**config.mk**
```make
export PLATFORM = sky130hd
export DESIGN_NAME = dss_top
export DESIGN_NICKNAME = d
export VERILOG_FILES = /design/src/pkg/dss_pkg.sv /design/src/pkg/dss_status_if.sv /design/src/hw/dss_status_enc.sv /design/src/hw/dss_top.sv
export VERILOG_INCLUDE_DIRS = /design/src /design/src/pkg
export SDC_FILE = /design/constraint.sdc
export NUM_CORES = 1
export LEC_CHECK = 0
export ABC_AREA = 1
export BUFFER_PORTS_ARGS = -buffer_cell sky130_fd_sc_hd__clkbuf_2
export CORE_MARGIN = 1.5
export CORE_UTILIZATION = 44
export DETAILED_ROUTE_END_ITERATION = 12
export PLACE_DENSITY = 0.77
export SETUP_SLACK_MARGIN = 0.02
export SYNTH_ARGS = -nofsm -noshare
export SYNTH_HDL_FRONTEND = slang
export SYNTH_HIERARCHICAL = 1
export SYNTH_SLANG_ARGS = --single-unit
```
**constraint.sdc**
```tcl
create_clock -name ref_clk -period 1.8 [get_ports ref_clk]
set_clock_uncertainty 0.15 [all_clocks]
set_input_delay 0.18 -clock ref_clk [delete_from_list [all_inputs] [get_ports ref_clk]]
set_output_delay 0.18 -clock ref_clk [all_outputs]
set_load 0.05 [all_outputs]
```
**src/pkg/dss_cfg.svh**
```systemverilog
`ifndef DSS_CFG_SVH
`define DSS_CFG_SVH

`define DSS_CW_ADDR        16'h6040
`define DSS_SW_ADDR        16'h6041
`define DSS_MODE_ADDR      16'h6060
`define DSS_MODE_DISP_ADDR 16'h6061

`define DSS_CW_SO 0
`define DSS_CW_EV 1
`define DSS_CW_QS 2
`define DSS_CW_EO 3
`define DSS_CW_FR 7

`define DSS_SW_RTSO  0
`define DSS_SW_SON   1
`define DSS_SW_OE    2
`define DSS_SW_FLT   3
`define DSS_SW_VE    4
`define DSS_SW_QS    5
`define DSS_SW_SOD   6
`define DSS_SW_WARN  7
`define DSS_SW_VS0   8
`define DSS_SW_REM   9
`define DSS_SW_TGT   10
`define DSS_SW_LIM   11
`define DSS_SW_OMS0  12
`define DSS_SW_OMS1  13
`define DSS_SW_VS1   14
`define DSS_SW_VS2   15

`define DSS_MODE_OFF  8'h00
`define DSS_MODE_PROF_POS  8'h01
`define DSS_MODE_PROF_VEL  8'h03
`define DSS_MODE_HOMING    8'h06
`define DSS_MODE_SYNC_POS  8'h08
`define DSS_MODE_SYNC_VEL  8'h09
`define DSS_MODE_RST  8'h00

`define DSS_ALM_NONE  8'h00
`define DSS_ALM_NET   8'h81
`define DSS_ALM_POWER 8'h23

`define DSS_SW_RST    16'h0000

`endif

```
**src/pkg/dss_pkg.sv**
```systemverilog
`default_nettype none
package dss_pkg;
  typedef enum logic [3:0] {
    st_start,
    st_not_ready,
    st_sw_on_disabled,
    st_ready,
    st_switched_on,
    st_op_enabled,
    st_quick_stop,
    st_fault_react,
    st_fault
  } dss_state_t;
endpackage
`default_nettype wire

```
**src/pkg/dss_status_if.sv**
```systemverilog
`timescale 1ns/1ps
`default_nettype none
interface dss_status_if;
  dss_pkg::dss_state_t state;
  logic                main_power;
  logic [7:0]          mode_eff;
  logic                warning;
  logic                remote;
  logic                target_reached;
  logic                limit_active;
  logic [1:0]          oms_bits;
  logic [2:0]          vendor_bits;
  logic [15:0]         word;

  modport enc (
    input  state, main_power, mode_eff, warning, remote,
    input  target_reached, limit_active, oms_bits, vendor_bits,
    output word
  );
  modport top (
    output state, main_power, mode_eff, warning, remote,
    output target_reached, limit_active, oms_bits, vendor_bits,
    input  word
  );
endinterface
`default_nettype wire

```
**src/hw/dss_status_enc.sv**
```systemverilog
`include "dss_cfg.svh"
`timescale 1ns/1ps
`default_nettype none
module dss_status_enc (
  dss_status_if.enc st  // state in, status word out
);
  logic [6:0] flags;
  logic       mode_on;

  assign mode_on = (st.mode_eff != `DSS_MODE_OFF);

  // state encodings
  // bit order: sod, qs, ve(unused here), flt, oe, son, rtso
  always_comb begin
    flags = 7'h00;
    unique case (st.state)
      dss_pkg::st_start:          flags = 7'h00;
      dss_pkg::st_not_ready:      flags = 7'h00;
      dss_pkg::st_fault:          flags = 7'h28;
      dss_pkg::st_fault_react:    flags = 7'h2f;
      dss_pkg::st_sw_on_disabled: flags = 7'h60;
      dss_pkg::st_ready:          flags = 7'h21;
      dss_pkg::st_switched_on:    flags = 7'h23;
      dss_pkg::st_op_enabled:     flags = 7'h27;
      dss_pkg::st_quick_stop:     flags = 7'h07;
    endcase
  end

  always_comb begin
    st.word                 = `DSS_SW_RST;
    st.word[`DSS_SW_RTSO]   = flags[`DSS_SW_RTSO];
    st.word[`DSS_SW_SON]    = flags[`DSS_SW_SON];
    st.word[`DSS_SW_OE]     = flags[`DSS_SW_OE];
    st.word[`DSS_SW_FLT]    = flags[`DSS_SW_FLT];
    st.word[`DSS_SW_VE]     = st.main_power;
    st.word[`DSS_SW_QS]     = flags[`DSS_SW_QS];
    st.word[`DSS_SW_SOD]    = flags[`DSS_SW_SOD];
    st.word[`DSS_SW_WARN]   = st.warning;
    st.word[`DSS_SW_VS0]    = st.vendor_bits[0];
    st.word[`DSS_SW_REM]    = st.remote;
    st.word[`DSS_SW_TGT]    = st.target_reached & mode_on;
    st.word[`DSS_SW_LIM]    = st.limit_active & mode_on;
    st.word[`DSS_SW_OMS0]   = st.oms_bits[0] & mode_on;
    st.word[`DSS_SW_OMS1]   = st.oms_bits[1] & mode_on;
    st.word[`DSS_SW_VS1]    = st.vendor_bits[1];
    st.word[`DSS_SW_VS2]    = st.vendor_bits[2];
  end
endmodule
`default_nettype wire

```
**src/hw/dss_top.sv**
```systemverilog
`include "dss_cfg.svh"
`timescale 1ns/1ps
`default_nettype none
module dss_top (
  input  wire logic        ref_clk,          // 125 MHz clock
  input  wire logic        resetn,           // sync reset, active low
  input  wire logic        ce,               // clock enable
  input  wire logic [15:0] ctrl_word,        // control word object
  input  wire logic        mode_wr,          // mode selector write strobe
  input  wire logic [7:0]  mode_wdata,       // mode selector write value
  input  wire logic        net_operational,  // network state machine op
  input  wire logic        main_power_on,    // main power supplied
  input  wire logic        power_removal,    // power removal status
  input  wire logic        free_run_in,      // free-run input
  input  wire logic        motion_active,    // motor is moving
  input  wire logic        init_done,        // initialisation complete
  input  wire logic        warning_in,       // warning flag
  input  wire logic        remote_in,        // remote flag
  input  wire logic        target_reached_in,// target reached
  input  wire logic        limit_active_in,  // internal limit active
  input  wire logic [1:0]  oms_bits_in,      // mode specific bits
  input  wire logic [2:0]  vendor_bits_in,   // vendor specific bits
  output logic [15:0]      status_word_q,    // status word object
  output logic [7:0]       mode_select_q,    // mode selector readback
  output logic [7:0]       mode_report_q,    // mode in effect
  output logic [7:0]       alarm_code_q,     // latched alarm code
  output logic             motor_excite_q    // motor excitation
);
  dss_pkg::dss_state_t state_q;
  dss_pkg::dss_state_t state_d;
  logic [7:0]          alarm_d;
  logic                fault_rst_q;
  dss_status_if        st_if ();

  // ---------------------------------------------------------------
  // control word decode
  // ---------------------------------------------------------------
  wire [3:0] cw_low      = {ctrl_word[`DSS_CW_EO], ctrl_word[`DSS_CW_QS],
                            ctrl_word[`DSS_CW_EV], ctrl_word[`DSS_CW_SO]};
  wire       cmd_shut    = (cw_low[2:0] == 3'h6);
  wire       cmd_son     = (cw_low == 4'h7);
  wire       cmd_enable  = (cw_low == 4'hf);
  wire       cmd_dis_v   = ~cw_low[1];
  wire       cmd_qstop   = (cw_low[2:1] == 2'h1);
  wire       fault_rise  = ctrl_word[`DSS_CW_FR] & ~fault_rst_q;
  wire       net_lost    = ~net_operational;
  wire       pwr_lost    = ~main_power_on;
  wire       drop_excite = power_removal | free_run_in;
  wire       any_event   = net_lost | pwr_lost | drop_excite;
  wire       son_ok      = net_operational & main_power_on & ~drop_excite;
  wire       mode_legal  = (mode_wdata == `DSS_MODE_OFF)      |
                           (mode_wdata == `DSS_MODE_PROF_POS) |
                           (mode_wdata == `DSS_MODE_PROF_VEL) |
                           (mode_wdata == `DSS_MODE_HOMING)   |
                           (mode_wdata == `DSS_MODE_SYNC_POS) |
                           (mode_wdata == `DSS_MODE_SYNC_VEL);
  wire [7:0] mode_report_d = motion_active ? mode_report_q : mode_select_q;
  wire       excite_d    = (state_d == dss_pkg::st_op_enabled) |
                           (state_d == dss_pkg::st_quick_stop) |
                           (state_d == dss_pkg::st_fault_react);

  // ---------------------------------------------------------------
  // drive state machine, events ahead of commands except in ready and switched on, where disable voltage and quick stop come first
  // ---------------------------------------------------------------
  always_comb begin
    state_d = state_q;
    alarm_d = alarm_code_q;
    unique case (state_q)
      dss_pkg::st_start:     state_d = dss_pkg::st_not_ready;
      dss_pkg::st_not_ready: if (init_done) begin
        state_d = dss_pkg::st_sw_on_disabled;
      end
      dss_pkg::st_sw_on_disabled: if (cmd_shut) begin
        state_d = dss_pkg::st_ready;
      end
      dss_pkg::st_ready: begin
        if (cmd_dis_v || cmd_qstop) begin
          state_d = dss_pkg::st_sw_on_disabled;
        end else if ((cmd_son || cmd_enable) && son_ok) begin
          state_d = dss_pkg::st_switched_on;
        end
      end
      dss_pkg::st_switched_on: begin
        if (cmd_dis_v || cmd_qstop) begin
          state_d = dss_pkg::st_sw_on_disabled;
        end else if (any_event || cmd_shut) begin
          state_d = dss_pkg::st_ready;
        end else if (cmd_enable) begin
          state_d = dss_pkg::st_op_enabled;
        end
      end
      dss_pkg::st_op_enabled: begin
        if (motion_active && net_lost) begin
          state_d = dss_pkg::st_fault_react;
          alarm_d = `DSS_ALM_NET;
        end else if (motion_active && pwr_lost) begin
          state_d = dss_pkg::st_fault_react;
          alarm_d = `DSS_ALM_POWER;
        end else if (any_event) begin
          state_d = dss_pkg::st_ready;
        end else if (cmd_dis_v) begin
          state_d = dss_pkg::st_sw_on_disabled;
        end else if (cmd_qstop) begin
          state_d = dss_pkg::st_quick_stop;
        end else if (cmd_shut) begin
          state_d = dss_pkg::st_ready;
        end else if (cmd_son) begin
          state_d = dss_pkg::st_switched_on;
        end
      end
      dss_pkg::st_quick_stop: begin
        if (motion_active && net_lost) begin
          state_d = dss_pkg::st_fault_react;
          alarm_d = `DSS_ALM_NET;
        end else if (motion_active && pwr_lost) begin
          state_d = dss_pkg::st_fault_react;
          alarm_d = `DSS_ALM_POWER;
        end else if (any_event || cmd_dis_v || !motion_active) begin
          state_d = dss_pkg::st_sw_on_disabled;
        end else if (cmd_enable) begin
          state_d = dss_pkg::st_op_enabled;
        end
      end
      dss_pkg::st_fault_react: if (!motion_active) begin
        state_d = dss_pkg::st_fault;
      end
      dss_pkg::st_fault: if (fault_rise) begin
        state_d = dss_pkg::st_sw_on_disabled;
        alarm_d = `DSS_ALM_NONE;
      end
    endcase
  end

  // ---------------------------------------------------------------
  // status encoder link
  // ---------------------------------------------------------------
  // encode next state so bits move with it
  assign st_if.state          = state_d;
  assign st_if.main_power     = main_power_on;
  // gate on the mode that the report will show
  assign st_if.mode_eff       = mode_report_d;
  assign st_if.warning        = warning_in;
  assign st_if.remote         = remote_in;
  assign st_if.target_reached = target_reached_in;
  assign st_if.limit_active   = limit_active_in;
  assign st_if.oms_bits       = oms_bits_in;
  assign st_if.vendor_bits    = vendor_bits_in;

  dss_status_enc u_enc (
    .st (st_if.enc)
  );

  // ---------------------------------------------------------------
  // registers
  // ---------------------------------------------------------------
  always_ff @(posedge ref_clk) begin
    if (!resetn) begin
      state_q        <= dss_pkg::st_start;
      alarm_code_q   <= `DSS_ALM_NONE;
      fault_rst_q    <= 1'b0;
      status_word_q  <= `DSS_SW_RST;
      motor_excite_q <= 1'b0;
    end else if (ce) begin
      state_q        <= state_d;
      alarm_code_q   <= alarm_d;
      fault_rst_q    <= ctrl_word[`DSS_CW_FR];
      status_word_q  <= st_if.word;
      motor_excite_q <= excite_d;
    end
  end

  // mode select and mode in effect
  always_ff @(posedge ref_clk) begin
    if (!resetn) begin
      mode_select_q <= `DSS_MODE_RST;
      mode_report_q <= `DSS_MODE_RST;
    end else if (ce) begin
      if (mode_wr && mode_legal) begin
        mode_select_q <= mode_wdata;
      end
      mode_report_q <= mode_report_d;
    end
  end
endmodule
`default_nettype wire

```
# After elaboration in Yosys (flattened, before gate mapping)

Cells that the tools add are included.

Register bits: 46
Latch bits: 0
Memory bits (writable): 0
ROM bits: 0
Output and inout bits: 41
Logic and storage cells: 101
Memories: 0

$add $sub $neg: 0
Multiply operators: 0
Div/mod/pow operators: 0
Magnitude comparators: 0
Eq/ne operators: 27
Shifts and indexed selects: 0
Muxes and demuxes: 26
Bitwise gates (word level): 22
Reduce and logical (&&, ||, !) cells: 19

Operators with widths:

| operator                                            | number |
|---|---|
| two-way mux 4 bit                                   | 19 |
| case mux 7 bit (8 select lines)                     | 1 |
| equality test 4 x 3 -> 1 bit, second input constant | 9 |
| case mux 4 bit (9 select lines)                     | 1 |
| two-way mux 8 bit                                   | 4 |
| equality test 4 x 2 -> 1 bit, second input constant | 4 |
| equality test 8 x 4 -> 1 bit, second input constant | 2 |
| case mux 8 bit (2 select lines)                     | 1 |
| equality test 4 bit, second input constant          | 3 |
| OR 1 bit                                            | 10 |
| equality test 4 x 1 -> 1 bit, second input constant | 2 |
| equality test 8 x 1 -> 1 bit, second input constant | 1 |
| equality test 8 x 2 -> 1 bit, second input constant | 1 |
| equality test 8 x 3 -> 1 bit, second input constant | 1 |
| logical NOT 4 bit                                   | 2 |
| logical NOT 8 bit                                   | 1 |
| nonzero test 8 bit                                  | 1 |
| AND 1 bit                                           | 7 |
| logical OR 1 bit                                    | 5 |
| NOT 1 bit                                           | 5 |
| logical AND 1 bit                                   | 4 |
| AND reduction 4 bit                                 | 1 |
| OR reduction 2 bit                                  | 2 |
| equality test 3 bit, second input constant          | 1 |
| 6 further kinds                                     | 6 |

# Longest topological paths before layout

Depth after elaboration: 12
Gate-level depth with buffers: 17
Gate-level depth less buffers: 17

# Modules after synthesis

The synthesis kept the hierarchy.

By module, submodules not included:

| module         | instances | cells each | area each (um^2) | sequential area each (um^2) |
|---|---|---|---|---|
| dss_top        | 1         | 322        | 2064.5           | 820.8 |
| dss_status_enc | 1         | 42         | 187.7            | 0.0 |

# Worst setup path after synthesis

No wires, ideal clock.

Kind: register to register
From: reg state_q[0]
To: reg status_word_q[5]
Data arrival time: 1606 ps
Required time: 1533 ps
Setup slack: -73 ps
Cell stages (with the launch flop): 15
Period minus slack after synthesis: 1873 ps
Cell sequence: dfxtp_1 > inv_2 > nand2_1 > nor2_1 > nand3_1 > nand2_1 > nand3b_1 > nor2_1 > inv_1 > o21ai_0 > nand2_1 > nand2_1 > inv_1 > nor2_1 > nor2_1

Elaborated cells between the ends (all ways): 40
Classes of those cells: eq/ne (16); mux (21); reduce/logical (3)

RTL lines:

| element                                                                  | line                 | source |
|---|---|---|
| from (decl)                                                              | dss_top.sv:29        | `dss_pkg::dss_state_t state_q;` |
| from (signal assigned)                                                   | dss_top.sv:158       | `state_q <= dss_pkg::st_start;` |
| from (signal assigned)                                                   | dss_top.sv:164       | `state_q <= state_d;` |
| equality test 4 bit, or another cell as far along                        | dss_top.sv:68        | `unique case (state_q)` |
| case mux 4 bit (9 select lines) *                                        | dss_top.sv:68        |  |
| via st_if.state[1]                                                       | dss_status_if.sv:4   | `dss_pkg::dss_state_t state;` |
| equality test 4 x 1 -> 1 bit / logical NOT 4 bit (equally long branches) | dss_status_enc.sv:16 | `unique case (st.state)` |
| OR reduction 2 bit (no line)                                             | --                   |  |
| case mux 7 bit (8 select lines) *                                        | dss_status_enc.sv:16 |  |
| via st_if.word[5]                                                        | dss_status_if.sv:13  | `logic [15:0] word;` |
| to (signal assigned)                                                     | dss_top.sv:161       | `` status_word_q <= `DSS_SW_RST; `` |
| to (signal assigned)                                                     | dss_top.sv:167       | `status_word_q <= st_if.word;` |
| to (decl)                                                                | dss_top.sv:23        | `output logic [15:0] status_word_q,` |

Mark *: on every way through the listed nets, which the timed path passes. The rest lies on a longest branch. The select of a mux whose other input is x is not followed.
A chain may end at the register's enable or synchronous reset.

# Worst setup path after layout

From: reg state_q[1]
To: reg status_word_q[5]

Word-level cells in the longest chain between the ends: 11
Elaborated cells between the ends (all ways): 40
Classes of those cells: eq/ne (16); mux (21); reduce/logical (3)

RTL lines:

| element                                                                  | line                 | source |
|---|---|---|
| two-way mux 4 bit                                                        | dss_top.sv:107       | `end else if (cmd_son) begin` |
| two-way mux 4 bit                                                        | dss_top.sv:105       | `end else if (cmd_shut) begin` |
| two-way mux 4 bit                                                        | dss_top.sv:103       | `end else if (cmd_qstop) begin` |
| two-way mux 4 bit                                                        | dss_top.sv:101       | `end else if (cmd_dis_v) begin` |
| two-way mux 4 bit                                                        | dss_top.sv:99        | `end else if (any_event) begin` |
| two-way mux 4 bit                                                        | dss_top.sv:96        | `end else if (motion_active && pwr_lost) begin` |
| two-way mux 4 bit                                                        | dss_top.sv:93        | `if (motion_active && net_lost) begin` |
| case mux 4 bit (9 select lines) *                                        | dss_top.sv:68        |  |
| via st_if.state[1]                                                       | dss_status_if.sv:4   |  |
| equality test 4 x 1 -> 1 bit / logical NOT 4 bit (equally long branches) | dss_status_enc.sv:16 |  |
| OR reduction 2 bit (no line)                                             | --                   |  |
| case mux 7 bit (8 select lines) *                                        | dss_status_enc.sv:16 |  |
| via st_if.word[5]                                                        | dss_status_if.sv:13  |  |

Marks and branches as above.

==> results_dict.tcl <==
set metrics [dict create \
    nets 519 \
    status "finished with violations" \
    worstSetupStartpointType "register" \
    arrival_ns 1.87 \
    worst_hold_startpoint "mode_wdata[3]" \
    grt_pass1_wl_mm 9.404 \
    synth-seq-cells 41 \
    setup_slack_ns -0.04036 \
    core_area_um2 4817 \
    min_to "mode_select_q[3]" \
    ios 84 \
    final-setup-viol-count 3 \
    violations "negative setup slack" \
    synth_area_um2 2252 \
    reg2reg_slack_ns -0.04 \
    cts_tree "yes" \
    synth_top_flop_cell "dfxtp_1" \
    synth_cell_types 25 \
    fillers 426 \
    clock_latency_ns 0.29 \
    yosys.area.top_type "dfxtp_1" \
    reg2reg_to "status_word_q[5]" \
    grt_util_all_layers_pct 21.46 \
    synth.most_common_cell "nor2_1" \
    row_count 25 \
    maxCapViolCount 0 \
    utilization_pct 67.56 \
    crit_path_end_kind "register" \
    clk_pin_slew_ns 0.08 \
    min_period_over_period_pct 102.2 \
    clockRootBuffer "clkbuf_8" \
    routabilityCongestion 0.8735 \
    dieArea_um2 5557 \
    syn_inst 364 \
    fmax_ghz 0.5434 \
    drc 0 \
    drive_gt1_share_pct 34.66 \
    clock-sinks 41 \
    min_path_type "in -> reg" \
    postSynthAreaPerCell_um2 6.187 \
    antenna_found_initial 0 \
    synthTopCellsByArea "dfxtp_1 (36%), nor2_1 (14%), nand2_1 (12%), o21ai_0 (9.1%), inv_1 (7.2%)" \
    synth-edff-count 0 \
    initial_core_util_pct 46.75 \
    antenna_cells 0 \
    dp_hpwl_mm 4.310 \
    dr.first_iter.drc_count 109 \
    dieWidth_um 74.55 \
    r2r-start "state_q[1]" \
    htreeDepth 2 \
    worst_path_max_delay_cell "dfxtp_4" \
    crit_top_cell "nand2_1" \
    cts_made_buffers 5 \
    cts_buffer_depth 2 \
    slowest_delay_ns 0.36 \
    finalWirelength_mm 6.326 \
    slew_violations 0 \
    startpoint "state_q[1]" \
    ant_nets 0 \
    wl_per_cell_um 11.65 \
    cp_cell_sequence "inv_2 > nand2_2 > nor2_2 > nand3_1 > nand2_1 > nand3b_1 > nor2_4 > inv_4 > nand2_1 > inv_1 > nand2_1 > nand2_1 > inv_1 > nor2_1 > nor2_1" \
    worst-path-max-fanout 6 \
    synth_top_area_share_pct 36.44 \
    relSlewSlack_pct 60.82 \
    numPortBuffers 68 \
    multi_input_area_um2 1235 \
    layout.area.seq_um2 835.8 \
    cp.required_ns 1.83 \
    tightest_slew_ns 0.5841 \
    power.density_nw_per_um2 673.6 \
    ys_seq_area_share_pct 36.44 \
    place_ws_ns -0.1142 \
    yosysWarnings 6 \
    viasPerCell 4.853 \
    setup.worst_path.class "reg -> reg" \
    grt_max_degree 32 \
    ir_drop_v 0.0005066 \
    power.leakage_uw 0.001687 \
    route.vias.total 2635 \
    syn_to_final_growth_pct 44.50 \
    grt_pass1_vias 2304 \
    synth_common_cells "nor2_1 (82), nand2_1 (74), inv_1 (43)" \
    die_y_um 74.55 \
    rsz0062_at_grt "true" \
    ys_async_sr_fraction_pct 0 \
    rr_worst_depth 15 \
    fin_crit_ns 1.840 \
    worstHoldPathCells 3 \
    finalHoldViolations 0 \
    overflow 0 \
    firstDrtPassIters 4 \
]
-- worst max-delay path, delay by kind of cell (launching register included) --
kind / cells / cell delay, ns
buffers and inverters: 4 / 0.26
DFF: 1 / 0.36
and+or+nand+nor: 11 / 0.95
-- flip-flops by register name, summed over array words and instances, names as in the netlist --
signal / flops
status_word_q: 16
mode_report_q: 8
mode_select_q: 8
state_q: 4
alarm_code_q: 3
fault_rst_q: 1
motor_excite_q: 1
-- repair_timing --
action | in CTS | in global routing
gates resized for setup | 18 | 35
setup buffers | 5 | 6
hold buffers | 7 | 0
pin swaps | 8 | 22
hold endpoints to repair | 7 | 0
endpoints found under the setup margin | 6 | 11
-- report_power, final --
part           leakage [uW]  internal [uW]  total (uW)  switching, uW
Combinational       0.00130            220         617            396
Sequential         0.000339            947         976           28.7
Clock             0.0000443            304         600            295
Total               0.00169           1470        2190            720
-- metal layers --
layer	global-route usage, %	wire length (um)
met3	3.523	284
met4	8.889	168
met1	25.25	2597
met5	0	0
met2	38.59	3275
-- worst max path at each step --
stage	slack, ns	endpoint
floorplan	0.02	status_word_q[5]
global placement	-0.1	status_word_q[5]
detailed placement	-0.11	status_word_q[5]
CTS	0.03	status_word_q[5]
global route	-0.12	status_word_q[5]
finish	-0.04	status_word_q[5]
-- layout make-up --
type | instances | share of cell area [%]
clock buffer | 7 | 2.653
inverter | 51 | 6.267
multi-input combinational | 254 | 37.95
sequential | 41 | 25.68
tap | 67 | 2.576
timing repair buffer | 123 | 24.88
-- placed cells by master, fill, tap and decap left out, types with 2 or more instances in the layout --
master          n
inv_2           6
nor2_2          5
buf_6           7
dlygate4sd3_1   7
nand2_2         5
inv_4           5
dfxtp_1        37
a21oi_2         2
nand4_1         4
buf_4          40
clkbuf_8        6
o21ai_1         6
clkbuf_2       68
conb_1          4
nand3_1        10
nor3_1          5
nor2_1         74
a21oi_1        13
nand2_1        68
nand3_2         4
nor2_4          6
inv_1          39
nor3_4          2
o21ai_0        37
dfxtp_4         4
-- logic make-up after synthesis --
group / share of synthesized area (%)
other: 0.1665
AOI/OAI and AO/OA: 14.17
buffers and inverters: 13.83
DFF: 36.44
and+or+nand+nor: 35.39
-- stage by stage --
step	setup TNS, ns	instance area, um^2	std cells	total power, uW	hold WS [ns]
6_report	-0.05940	3254	543	2192	0.04347
5_1_grt	-0.6983	3254	543	2289	0.07095
4_1_cts	0	3090	537	2140	0.01165
3_5_place_dp	-0.1930	2850	518	1519	0.2599
3_3_place_gp	-0.1739	2850	518	1510	0.2516
2_1_floorplan	0	2268	367	1350	0.1609
No activity file was read; power rests on OpenSTA's default activity.
